[src/rtl/port_io_pkg.sv]
package port_io_pkg;

  // ==========================================================
  // operations and register encoding
  typedef enum logic [2:0] {
    OP_IN_C        = 3'h0,
    OP_BLK_INC     = 3'h1,
    OP_BLK_DEC     = 3'h2,
    OP_BLK_INC_REP = 3'h3,
    OP_BLK_DEC_REP = 3'h4,
    OP_OUT_N       = 3'h5,
    OP_OUT_C       = 3'h6
  } io_op_t;

  localparam logic [2:0] SEL_B     = 3'h0;
  localparam logic [2:0] SEL_C     = 3'h1;
  localparam logic [2:0] SEL_H     = 3'h4;
  localparam logic [2:0] SEL_L     = 3'h5;
  localparam logic [2:0] SEL_FLAGS = 3'h6;
  localparam logic [2:0] SEL_A     = 3'h7;
  localparam logic [3:0] LD_PC     = 4'h8;

  localparam int FLAG_S  = 7;
  localparam int FLAG_Z  = 6;
  localparam int FLAG_H  = 4;
  localparam int FLAG_PV = 2;
  localparam int FLAG_N  = 1;
  localparam int FLAG_C  = 0;

  // ==========================================================
  // machine cycles and T-state lengths
  localparam logic [2:0] MC_FETCH   = 3'h0;
  localparam logic [2:0] MC_OPERAND = 3'h1;
  localparam logic [2:0] MC_IO      = 3'h2;
  localparam logic [2:0] MC_MEM     = 3'h3;
  localparam logic [2:0] MC_RFSH    = 3'h4;

  localparam logic [2:0] T_STD    = 3'h4;
  localparam logic [2:0] T_SHORT  = 3'h3;
  localparam logic [2:0] T_BLK_M2 = 3'h5;
  localparam logic [2:0] T_BLK_M5 = 3'h5;
  localparam logic [2:0] REF_T0   = 3'h0;
  localparam logic [2:0] REF_T1   = 3'h2;

  localparam int T_TOTAL_REG_IO = 12;
  localparam int T_TOTAL_BLK    = 16;
  localparam int T_TOTAL_REP    = 21;
  localparam int T_TOTAL_OUTN   = 11;
  localparam int REFRESH_PER_IT = 2;

  localparam logic [15:0] PC_BACK  = 16'h0002;
  localparam logic [15:0] PTR_STEP = 16'h0001;
  localparam logic [7:0]  CNT_STEP = 8'h01;

  // ==========================================================
  // carriers
  typedef struct packed {
    io_op_t     op;
    logic [2:0] sel;
    logic [7:0] port;
  } io_cmd_t;

  typedef struct packed {
    logic        we;
    logic [3:0]  sel;
    logic [15:0] value;
  } reg_load_t;

  typedef struct packed {
    logic [15:0] addr;
    logic [7:0]  data;
  } mem_wr_t;

endpackage : port_io_pkg

[src/rtl/port_io_flags.sv]
`timescale 1ns/1ns
module port_io_flags
  import port_io_pkg::*;
(
  // operands
  input  wire logic [7:0] data_in,
  input  wire logic [7:0] cnt_next,
  input  wire logic [7:0] f_old,
  // results
  output logic      [7:0] f_in,
  output logic      [7:0] f_blk
);

  always_comb begin
    f_in          = f_old;
    f_in[FLAG_S]  = data_in[7];
    f_in[FLAG_Z]  = (data_in == 8'h00);
    f_in[FLAG_H]  = 1'b0;
    f_in[FLAG_PV] = ~^data_in;
    f_in[FLAG_N]  = 1'b0;
    // sign, half and parity are left as they were: undefined to software
    f_blk         = f_old;
    f_blk[FLAG_Z] = (cnt_next == 8'h00);
    f_blk[FLAG_N] = 1'b1;
  end

endmodule : port_io_flags

[src/rtl/port_io_instruction_unit.sv]
`timescale 1ns/1ns
module port_io_instruction_unit
  import port_io_pkg::*;
#(
  parameter int TSTATE_DIV = 1
) (
  // clock and reset
  input  wire logic       clk_sys,
  input  wire logic       arst_n,
  // instruction request
  input  wire logic       cmd_valid,
  input  wire io_cmd_t    cmd,
  output logic            cmd_ready,
  output logic            cmd_done,
  output logic            busy,
  // register preload while idle
  input  wire reg_load_t  reg_load,
  // interrupt between iterations
  input  wire logic       int_req,
  output logic            int_ack,
  // port bus
  output logic [15:0]     io_addr,
  output logic [7:0]      io_wdata,
  output logic            io_rd,
  output logic            io_wr,
  input  wire logic [7:0] io_rdata,
  output logic            refresh,
  output logic [2:0]      m_cycle,
  // memory write stream
  output logic            mem_valid,
  input  wire logic       mem_ready,
  output mem_wr_t         mem_wr,
  // architectural state, index 6 holds the flags
  output logic [7:0][7:0] regs,
  output logic [15:0]     program_counter
);

  if (TSTATE_DIV < 1 || TSTATE_DIV > 256) begin : g_bad_div
    $error("TSTATE_DIV must lie in 1..256");
  end

  localparam logic [7:0] DIV_LAST = 8'(TSTATE_DIV - 1);

  // ==========================================================
  // state
  typedef struct packed {
    logic            rdy;
    logic            busy;
    logic            done;
    logic            int_ack;
    logic            io_rd;
    logic            io_wr;
    logic            refresh;
    io_op_t          op;
    logic [2:0]      sel;
    logic [7:0]      port;
    logic [2:0]      mc;
    logic [2:0]      tc;
    logic [4:0]      tot;
    logic [7:0]      div;
    logic [7:0]      latch;
    logic [15:0]     addr;
    logic [7:0]      wdata;
    logic [7:0][7:0] regs;
    logic [15:0]     pc;
  } unit_t;

  localparam unit_t UNIT_RESET = '{rdy: 1'b1, op: OP_IN_C, default: '0};

  unit_t       s_q;
  unit_t       s_d;
  logic        tick;
  logic        last_t;
  logic        push;
  logic        stall;
  logic        adv;
  logic        fin;
  logic        io_end;
  logic        mem_end;
  logic        m5_end;
  logic        buf_ready;
  logic [15:0] hl;
  logic [15:0] hl_next;
  logic [7:0]  b_next;
  logic [7:0]  f_in;
  logic [7:0]  f_blk;
  mem_wr_t     push_data;

  function automatic logic is_blk(input io_op_t op);
    return op inside {OP_BLK_INC, OP_BLK_DEC, OP_BLK_INC_REP, OP_BLK_DEC_REP};
  endfunction : is_blk

  function automatic logic is_rep(input io_op_t op);
    return op inside {OP_BLK_INC_REP, OP_BLK_DEC_REP};
  endfunction : is_rep

  function automatic logic is_inc(input io_op_t op);
    return op inside {OP_BLK_INC, OP_BLK_INC_REP};
  endfunction : is_inc

  // T-states per machine cycle
  function automatic logic [2:0] mlen(input io_op_t op, input logic [2:0] mc);
    logic [2:0] len;
    len = T_STD;
    case (mc)
      MC_OPERAND: begin
        if (is_blk(op)) len = T_BLK_M2;
        else if (op == OP_OUT_N) len = T_SHORT;
      end
      MC_IO: begin
        if (is_blk(op)) len = T_SHORT;
      end
      MC_RFSH: len = T_BLK_M5;
      default: len = T_STD;
    endcase
    return len;
  endfunction : mlen

  assign hl        = {s_q.regs[SEL_H], s_q.regs[SEL_L]};
  assign b_next    = s_q.regs[SEL_B] - CNT_STEP;
  assign hl_next   = is_inc(s_q.op) ? hl + PTR_STEP : hl - PTR_STEP;
  assign push_data = '{addr: hl, data: s_q.latch};

  port_io_flags u_flags (
    .data_in  (io_rdata),
    .cnt_next (b_next),
    .f_old    (s_q.regs[SEL_FLAGS]),
    .f_in     (f_in),
    .f_blk    (f_blk)
  );

  // the buffer lets a slow memory stall the block without losing a byte
  port_io_skid #(
    .DEPTH (2)
  ) u_skid (
    .clk_sys   (clk_sys),
    .arst_n    (arst_n),
    .in_valid  (push),
    .in_data   (push_data),
    .in_ready  (buf_ready),
    .out_valid (mem_valid),
    .out_ready (mem_ready),
    .out_data  (mem_wr)
  );

  // ==========================================================
  // sequencer
  always_comb begin
    s_d       = s_q;
    s_d.done    = 1'b0;
    s_d.int_ack = 1'b0;
    s_d.refresh = 1'b0;
    fin       = 1'b0;
    io_end    = 1'b0;
    mem_end   = 1'b0;
    m5_end    = 1'b0;
    tick      = (s_q.div == DIV_LAST);
    s_d.div   = tick ? 8'h00 : s_q.div + 8'h01;
    last_t    = (s_q.tc == mlen(s_q.op, s_q.mc) - 3'h1);
    push      = s_q.busy && tick && is_blk(s_q.op) && s_q.mc == MC_MEM && last_t;
    stall     = push && !buf_ready;
    adv       = s_q.busy && tick && !stall;
    if (reg_load.we && !s_q.busy) begin
      if (reg_load.sel == LD_PC) s_d.pc = reg_load.value;
      else s_d.regs[reg_load.sel[2:0]] = reg_load.value[7:0];
    end
    if (cmd_valid && s_q.rdy) begin
      s_d.rdy  = 1'b0;
      s_d.busy = 1'b1;
      s_d.op   = cmd.op;
      s_d.sel  = cmd.sel;
      s_d.port = cmd.port;
      s_d.mc   = MC_FETCH;
      s_d.tc   = 3'h0;
      s_d.tot  = 5'h00;
    end else if (adv) begin
      s_d.tot = s_q.tot + 5'h01;
      if (!last_t) begin
        s_d.tc = s_q.tc + 3'h1;
        if (s_q.mc == MC_RFSH && (s_q.tc == REF_T0 || s_q.tc == REF_T1)) begin
          s_d.refresh = 1'b1;
        end
      end else begin
        s_d.tc = 3'h0;
        s_d.mc = s_q.mc + 3'h1;
        case (s_q.mc)
          MC_OPERAND: begin
            if (s_q.op == OP_OUT_N) begin
              s_d.addr  = {s_q.regs[SEL_A], s_q.port};
              s_d.wdata = s_q.regs[SEL_A];
            end else begin
              s_d.addr  = {s_q.regs[SEL_B], s_q.regs[SEL_C]};
              s_d.wdata = s_q.regs[s_q.sel];
            end
            s_d.io_rd = (s_q.op == OP_IN_C) || is_blk(s_q.op);
            s_d.io_wr = (s_q.op == OP_OUT_N) || (s_q.op == OP_OUT_C);
          end
          MC_IO: begin
            io_end    = 1'b1;
            s_d.io_rd = 1'b0;
            s_d.io_wr = 1'b0;
            if (s_q.op == OP_IN_C) begin
              // code 110 has no general register, only flags change
              if (s_q.sel != SEL_FLAGS) s_d.regs[s_q.sel] = io_rdata;
              s_d.regs[SEL_FLAGS] = f_in;
              fin = 1'b1;
            end else if (is_blk(s_q.op)) begin
              s_d.latch = io_rdata;
              s_d.addr  = hl;
            end else begin
              fin = 1'b1;
            end
          end
          MC_MEM: begin
            mem_end             = 1'b1;
            s_d.regs[SEL_B]     = b_next;
            s_d.regs[SEL_H]     = hl_next[15:8];
            s_d.regs[SEL_L]     = hl_next[7:0];
            s_d.regs[SEL_FLAGS] = f_blk;
            if (is_rep(s_q.op) && b_next != 8'h00) begin
              s_d.pc = s_q.pc - PC_BACK;
            end else begin
              fin = 1'b1;
            end
          end
          MC_RFSH: begin
            m5_end = 1'b1;
            if (int_req) begin
              s_d.int_ack = 1'b1;
              fin         = 1'b1;
            end else begin
              s_d.mc  = MC_FETCH;
              s_d.tot = 5'h00;
            end
          end
          default: begin
          end
        endcase
      end
    end
    if (fin) begin
      s_d.busy = 1'b0;
      s_d.rdy  = 1'b1;
      s_d.done = 1'b1;
      // idle always shows the fetch cycle, never a code past the last one
      s_d.mc   = MC_FETCH;
    end
  end

  always_ff @(posedge clk_sys or negedge arst_n) begin
    if (!arst_n) begin
      s_q <= UNIT_RESET;
    end else begin
      s_q <= s_d;
    end
  end

  assign cmd_ready       = s_q.rdy;
  assign cmd_done        = s_q.done;
  assign busy            = s_q.busy;
  assign int_ack         = s_q.int_ack;
  assign io_addr         = s_q.addr;
  assign io_wdata        = s_q.wdata;
  assign io_rd           = s_q.io_rd;
  assign io_wr           = s_q.io_wr;
  assign refresh         = s_q.refresh;
  assign m_cycle         = s_q.mc;
  assign regs            = s_q.regs;
  assign program_counter = s_q.pc;

  // ==========================================================
  // checks
  logic [2:0] rf_cnt_q;

  always_ff @(posedge clk_sys or negedge arst_n) begin
    if (!arst_n) begin
      rf_cnt_q <= 3'h0;
    end else if (mem_end) begin
      rf_cnt_q <= 3'h0;
    end else if (s_q.refresh) begin
      rf_cnt_q <= rf_cnt_q + 3'h1;
    end
  end
endmodule : port_io_instruction_unit

[src/rtl/port_io_skid.sv]
`timescale 1ns/1ns
module port_io_skid
  import port_io_pkg::*;
#(
  parameter int DEPTH = 2
) (
  // clock and reset
  input  wire logic    clk_sys,
  input  wire logic    arst_n,
  // filling side
  input  wire logic    in_valid,
  input  wire mem_wr_t in_data,
  output logic         in_ready,
  // draining side
  output logic         out_valid,
  input  wire logic    out_ready,
  output mem_wr_t      out_data
);

  if (DEPTH != 2) begin : g_bad_depth
    $error("port_io_skid serves exactly two entries");
  end

  typedef struct packed {
    logic    v0;
    logic    v1;
    mem_wr_t e0;
    mem_wr_t e1;
  } skid_t;

  skid_t s_q;
  skid_t s_d;
  logic  in_fire;
  logic  out_fire;

  assign in_ready  = !s_q.v1;
  assign out_valid = s_q.v0;
  assign out_data  = s_q.e0;
  assign in_fire   = in_valid && !s_q.v1;
  assign out_fire  = s_q.v0 && out_ready;

  // head always sits in e0 so the output is a plain flop
  always_comb begin
    s_d = s_q;
    if (out_fire) begin
      s_d.e0 = s_q.e1;
      s_d.v0 = s_q.v1;
      s_d.v1 = 1'b0;
    end
    if (in_fire) begin
      if (!s_d.v0) begin
        s_d.e0 = in_data;
        s_d.v0 = 1'b1;
      end else begin
        s_d.e1 = in_data;
        s_d.v1 = 1'b1;
      end
    end
  end

  always_ff @(posedge clk_sys or negedge arst_n) begin
    if (!arst_n) begin
      s_q <= '0;
    end else begin
      s_q <= s_d;
    end
  end

endmodule : port_io_skid

[config.mk]
export PLATFORM = sky130hd
export DESIGN_NAME = port_io_instruction_unit
export DESIGN_NICKNAME = d
export VERILOG_FILES = /design/src/rtl/port_io_pkg.sv /design/src/rtl/port_io_flags.sv /design/src/rtl/port_io_instruction_unit.sv /design/src/rtl/port_io_skid.sv
export SDC_FILE = /design/constraint.sdc
export NUM_CORES = 1
export LEC_CHECK = 0
export ABC_CLOCK_PERIOD_IN_PS = 3320
export BUFFER_PORTS_ARGS = -buffer_cell sky130_fd_sc_hd__buf_2
export CAP_MARGIN = 25
export CORE_ASPECT_RATIO = 1.1
export CORE_MARGIN = 3
export CORE_UTILIZATION = 50
export CTS_BUF_LIST = sky130_fd_sc_hd__clkbuf_8
export CTS_CLUSTER_SIZE = 8
export DETAILED_ROUTE_END_ITERATION = 16
export PLACE_DENSITY = 0.74
export SYNTH_ARGS = -nofsm -noshare
export SYNTH_HDL_FRONTEND = slang
export SYNTH_SLANG_ARGS = --single-unit
[constraint.sdc]
create_clock -name clk_sys -period 3.32 [get_ports clk_sys]
set_input_delay 0.332 -clock clk_sys [delete_from_list [all_inputs] [get_ports clk_sys]]
set_output_delay 0.332 -clock clk_sys [all_outputs]
set_load 0.05 [all_outputs]
==> PnR_summary.wiki <==
{| class="wikitable"
! Metric !! Value
|-
| Result of the run || complete, no violations
|-
| Average vias per placed instance || 6.16
|-
| Critical path required time || between 3000 and 4000 ps
|-
| CP Class || reg2reg
|-
| Gpl congestion || 0.915
|-
| Cell at the root of the clock tree || sky130_fd_sc_hd__clkbuf_8
|-
| DRT antenna net count || 0
|-
| Number of library cell types mapped by synthesis || 83
|-
| Crit path launch type || flip-flop
|-
| Post-Synthesis Mean Instance Area || 9.52 sq um
|-
| CTS tree || yes
|-
| Power density of the placed cells || between 400 and 500 nW/um^2
|-
| Fin crit share || 0.981
|-
| Later-pin clock latency in the skew report || 480 ps
|-
| Number of H-tree levels || 4
|-
| Drt pass-1 iters || 7
|-
| Highest-count cells in the layout ignoring fill and taps || sky130_fd_sc_hd__dfrtp_1 (196), sky130_fd_sc_hd__buf_2 (186), sky130_fd_sc_hd__nor2_1 (116), sky130_fd_sc_hd__mux2i_1 (87), sky130_fd_sc_hd__nand2_1 (87)
|-
| Gate Count Post-Synth || roughly 1300
|-
| # IOs || between 150 and 200
|-
| Starting density of the core || 0.511
|-
| HP Class || in2reg
|-
| Final count of hold timing violations || 0
|-
| Hold Startpoint || reg_load[14]
|-
| Pre-CTS setup slack || -71.2 ps
|-
| Buffer depth of the longest clock path || 2
|-
| Number of placement rows || 59
|-
| Data arrival time of the worst path || around 3600 ps
|-
| Worst slew margin || 0.361
|-
| Launch point of the worst reg-to-reg path || s_q[143]$_DFFE_PN0P_
|-
| Number of slew-limit violations in the final report || 0
|-
| Global-route wire length before repair || 54900 um
|-
| Routed metal-1 wire length || 14300 um
|-
| Syn Std Cell Area || 12200 sq um
|-
| Share of synthesized registers carrying an async set or reset || 1.00
|-
| Top-area cell type share of the netlist area || 0.402
|-
| Leading cell type in the layout, fill and taps excluded || sky130_fd_sc_hd__dfrtp_1
|-
| Die Y || ~170 um
|-
| Total wirelength of the detailed-routed design || 37000 um
|-
| Synthesized flop and latch total || 197
|-
| Max Cap Viol || 0
|-
| Total grt overflow || 0
|-
| Die Span X || 155 um
|-
| Clock-pin slew on the worst setup and hold paths || 110 ps
|-
| Post-DP Area || 12800 sq um
|-
| Number of filler cells placed in the layout || 2081
|-
| Initial antenna violation count || 0
|-
| Initial detailed-routing violation count || 1100
|-
| Final HPWL from detailed placement || 25300 um
|-
| Leak || 0.00656 uW
|-
| N_diodes || 0
|-
| Total nets after synthesis || around 1300
|-
| Area growth syn-to-layout || 11.4%
|-
| Vias in the first global route || 9785
|-
| Worst clock skew || 17.9 ps
|-
| Count of yosys warnings during synthesis || 0
|-
| Layout Cells excl Fill || 1666
|-
| Total Power Consumption || approximately 6600 uW
|-
| TritonCTS Buffers || 17
|-
| DR DRC count || 0
|-
| Worst Slack Setup Final || 62.9 ps
|-
| GR Util All Layers || 0.268
|-
| Final design utilization || 0.569
|-
| Largest area contributor in the netlist || sky130_fd_sc_hd__dfrtp_1
|-
| Biggest area contributors in the synthesized netlist || sky130_fd_sc_hd__dfrtp_1 (40%), sky130_fd_sc_hd__buf_4 (8.1%), sky130_fd_sc_hd__mux2i_1 (7.1%)
|-
| Most used DFF post-synth || sky130_fd_sc_hd__dfrtp_1
|-
| Worst vdd ir || 0.384 mV
|-
| Highest metal used || met4
|-
| F_max || about 300 MHz
|-
| Met3 WL || between 3000 and 4000 um
|-
| Largest net degree at the start of global routing || 91
|-
| Average routed wire per standard cell || 22.2 um
|-
| Sequential-to-total area share from yosys stat || 0.404
|-
| Number of nets in the layout || 1414
|-
| Crit path capture type || flip-flop
|-
| Core area || 23800 sq um
|-
| Port Buffers || 186
|-
| Final setup violation count || 0
|-
| Count of placed standard cells including taps || about 1600
|-
| Unrepaired setup endpoints after global routing || yes
|-
| Number of clock sinks seen by CTS || 197
|-
| Area of the die || 26300 sq um
|-
| Worst Tran Pin Value || 957 ps
|-
| Met2 wirelength from detailed routing || between 15000 and 20000 um
|-
| Number of flops mapped to enable cells by yosys || 0
|-
| Fraction of final layout cells sized beyond drive strength 1 || 0.311
|-
| Total via count after detailed routing || around 10000
|-
| Critical path origin || s_q[143]$_DFFE_PN0P_
|-
| Clock period minus worst slack || 3260 ps
|-
| Post-layout instance area || about 14000 sq um
|-
| Maximum fanout encountered on the critical timing path || 12
|}
## report_power, final
group          internal, uW  leakage, uW  switching [uW]
registers              2600      0.00257             369
clock network           776     0.000212             908
logic                   543      0.00378            1370
total                  3920      0.00656            2650
## routing by layer
| layer | up-vias | GRT usage |
|---|---|---|
| met4 | 0 | 0.108 |
| met3 | 115 | 0.0727 |
| li1 | 4570 | - |
| met1 | 4991 | 0.339 |
| met5 | - | 0 |
| met2 | 580 | 0.439 |
## Yosys cell counts, types with 4 or more instances
library cell / count
sky130_fd_sc_hd__a22o_1: 4
sky130_fd_sc_hd__and2_1: 9
sky130_fd_sc_hd__and3_1: 15
sky130_fd_sc_hd__o22ai_1: 14
sky130_fd_sc_hd__buf_4: 132
sky130_fd_sc_hd__mux2i_1: 87
sky130_fd_sc_hd__nor3_1: 19
sky130_fd_sc_hd__a21oi_1: 82
sky130_fd_sc_hd__nor2_1: 118
sky130_fd_sc_hd__nor3b_1: 7
sky130_fd_sc_hd__dfrtp_1: 196
sky130_fd_sc_hd__a32o_1: 6
sky130_fd_sc_hd__inv_1: 31
sky130_fd_sc_hd__a22oi_1: 9
sky130_fd_sc_hd__nand3_1: 29
sky130_fd_sc_hd__clkbuf_1: 61
sky130_fd_sc_hd__o211ai_1: 5
sky130_fd_sc_hd__a31oi_1: 18
sky130_fd_sc_hd__a32oi_1: 10
sky130_fd_sc_hd__buf_1: 15
sky130_fd_sc_hd__o21ai_0: 53
sky130_fd_sc_hd__nor2b_1: 10
sky130_fd_sc_hd__nand4_1: 16
sky130_fd_sc_hd__mux2_2: 60
sky130_fd_sc_hd__nor4_1: 8
sky130_fd_sc_hd__xnor2_1: 22
sky130_fd_sc_hd__mux4_2: 12
sky130_fd_sc_hd__or3_1: 12
sky130_fd_sc_hd__buf_2: 15
sky130_fd_sc_hd__nand3b_1: 5
sky130_fd_sc_hd__o32ai_1: 5
sky130_fd_sc_hd__buf_6: 4
sky130_fd_sc_hd__ha_1: 17
sky130_fd_sc_hd__a221o_1: 5
sky130_fd_sc_hd__xor2_1: 6
sky130_fd_sc_hd__nand2_1: 88
sky130_fd_sc_hd__nor4b_1: 4
## critical path: stages, from the launching register on
cell	delay [ps]
sky130_fd_sc_hd__dfrtp_1	450
sky130_fd_sc_hd__or3_4	400
sky130_fd_sc_hd__a32oi_2	240
sky130_fd_sc_hd__and2_1	160
sky130_fd_sc_hd__ha_2	190
sky130_fd_sc_hd__xnor2_2	90
sky130_fd_sc_hd__or4b_1	490
sky130_fd_sc_hd__o211a_4	180
sky130_fd_sc_hd__o211a_4	170
sky130_fd_sc_hd__buf_12	140
sky130_fd_sc_hd__nand4b_4	140
sky130_fd_sc_hd__buf_12	160
sky130_fd_sc_hd__mux2_2	330
## per-stage QoR
stage	setup TNS (ps)	hold WS (ps)
finish	0	50.7
global route	-740	26.7
CTS	0	28.4
detailed placement	-1220	460
global placement	0	457
floorplan	-116	36.4
## kinds of logic after synthesis
logic type               synth area share
AND/OR/NAND/NOR                     0.150
flip-flops                          0.404
buffers and inverters               0.124
AO/OA/AOI/OAI                       0.135
multiplexers                        0.149
XOR/XNOR                           0.0201
adder cells (fa/ha/maj)            0.0174
## final timing paths
kind	cells after the start	slack (ps)	endpoint
min reg2reg	1	480	io_wdata[4]$_DFFE_PN0P_
max in group asynchronous	3	2010	s_q[127]$_DFFE_PN0P_
max reg2reg	12	60	u_skid.s_q[1]$_DFFE_PN0P_
min in group asynchronous	2	480	io_addr[2]$_DFFE_PN0P_
min	3	50	program_counter[14]$_DFF_PN0_
max	12	60	u_skid.s_q[1]$_DFFE_PN0P_
## cell type report
class / count / area (sq um) / share of cell area
clock inverter: 13 / 171 / 0.0126
clock buffer: 18 / 248 / 0.0182
inverter: 31 / 116 / 0.00857
tap: 305 / 382 / 0.0281
multi-input combinational: 824 / 5900 / 0.435
timing repair buffer: 278 / 1830 / 0.135
sequential: 197 / 4930 / 0.363
## flip-flops by register name, indices dropped and copies added (netlist names), 3 cells and up
| register | count |
|---|---|
| regs | 64 |
| s_q | 25 |
| u_skid.s_q | 25 |
| u_skid.out_data | 24 |
| io_addr | 16 |
| program_counter | 16 |
| io_wdata | 8 |
| push_data | 8 |
| m_cycle | 3 |
## timing repair
| item | in CTS | in global routing |
|---|---|---|
| endpoints found under the setup margin | 61 | 121 |
| pin swaps | 0 | 3 |
| hold buffers | 2 | 0 |
| gates resized for setup | 4 | 21 |
| cloned | 0 | 6 |
| endpoints found under the hold margin | 88 | 0 |
| setup buffers | 1 | 14 |
Power figures use the tool's default switching activity.
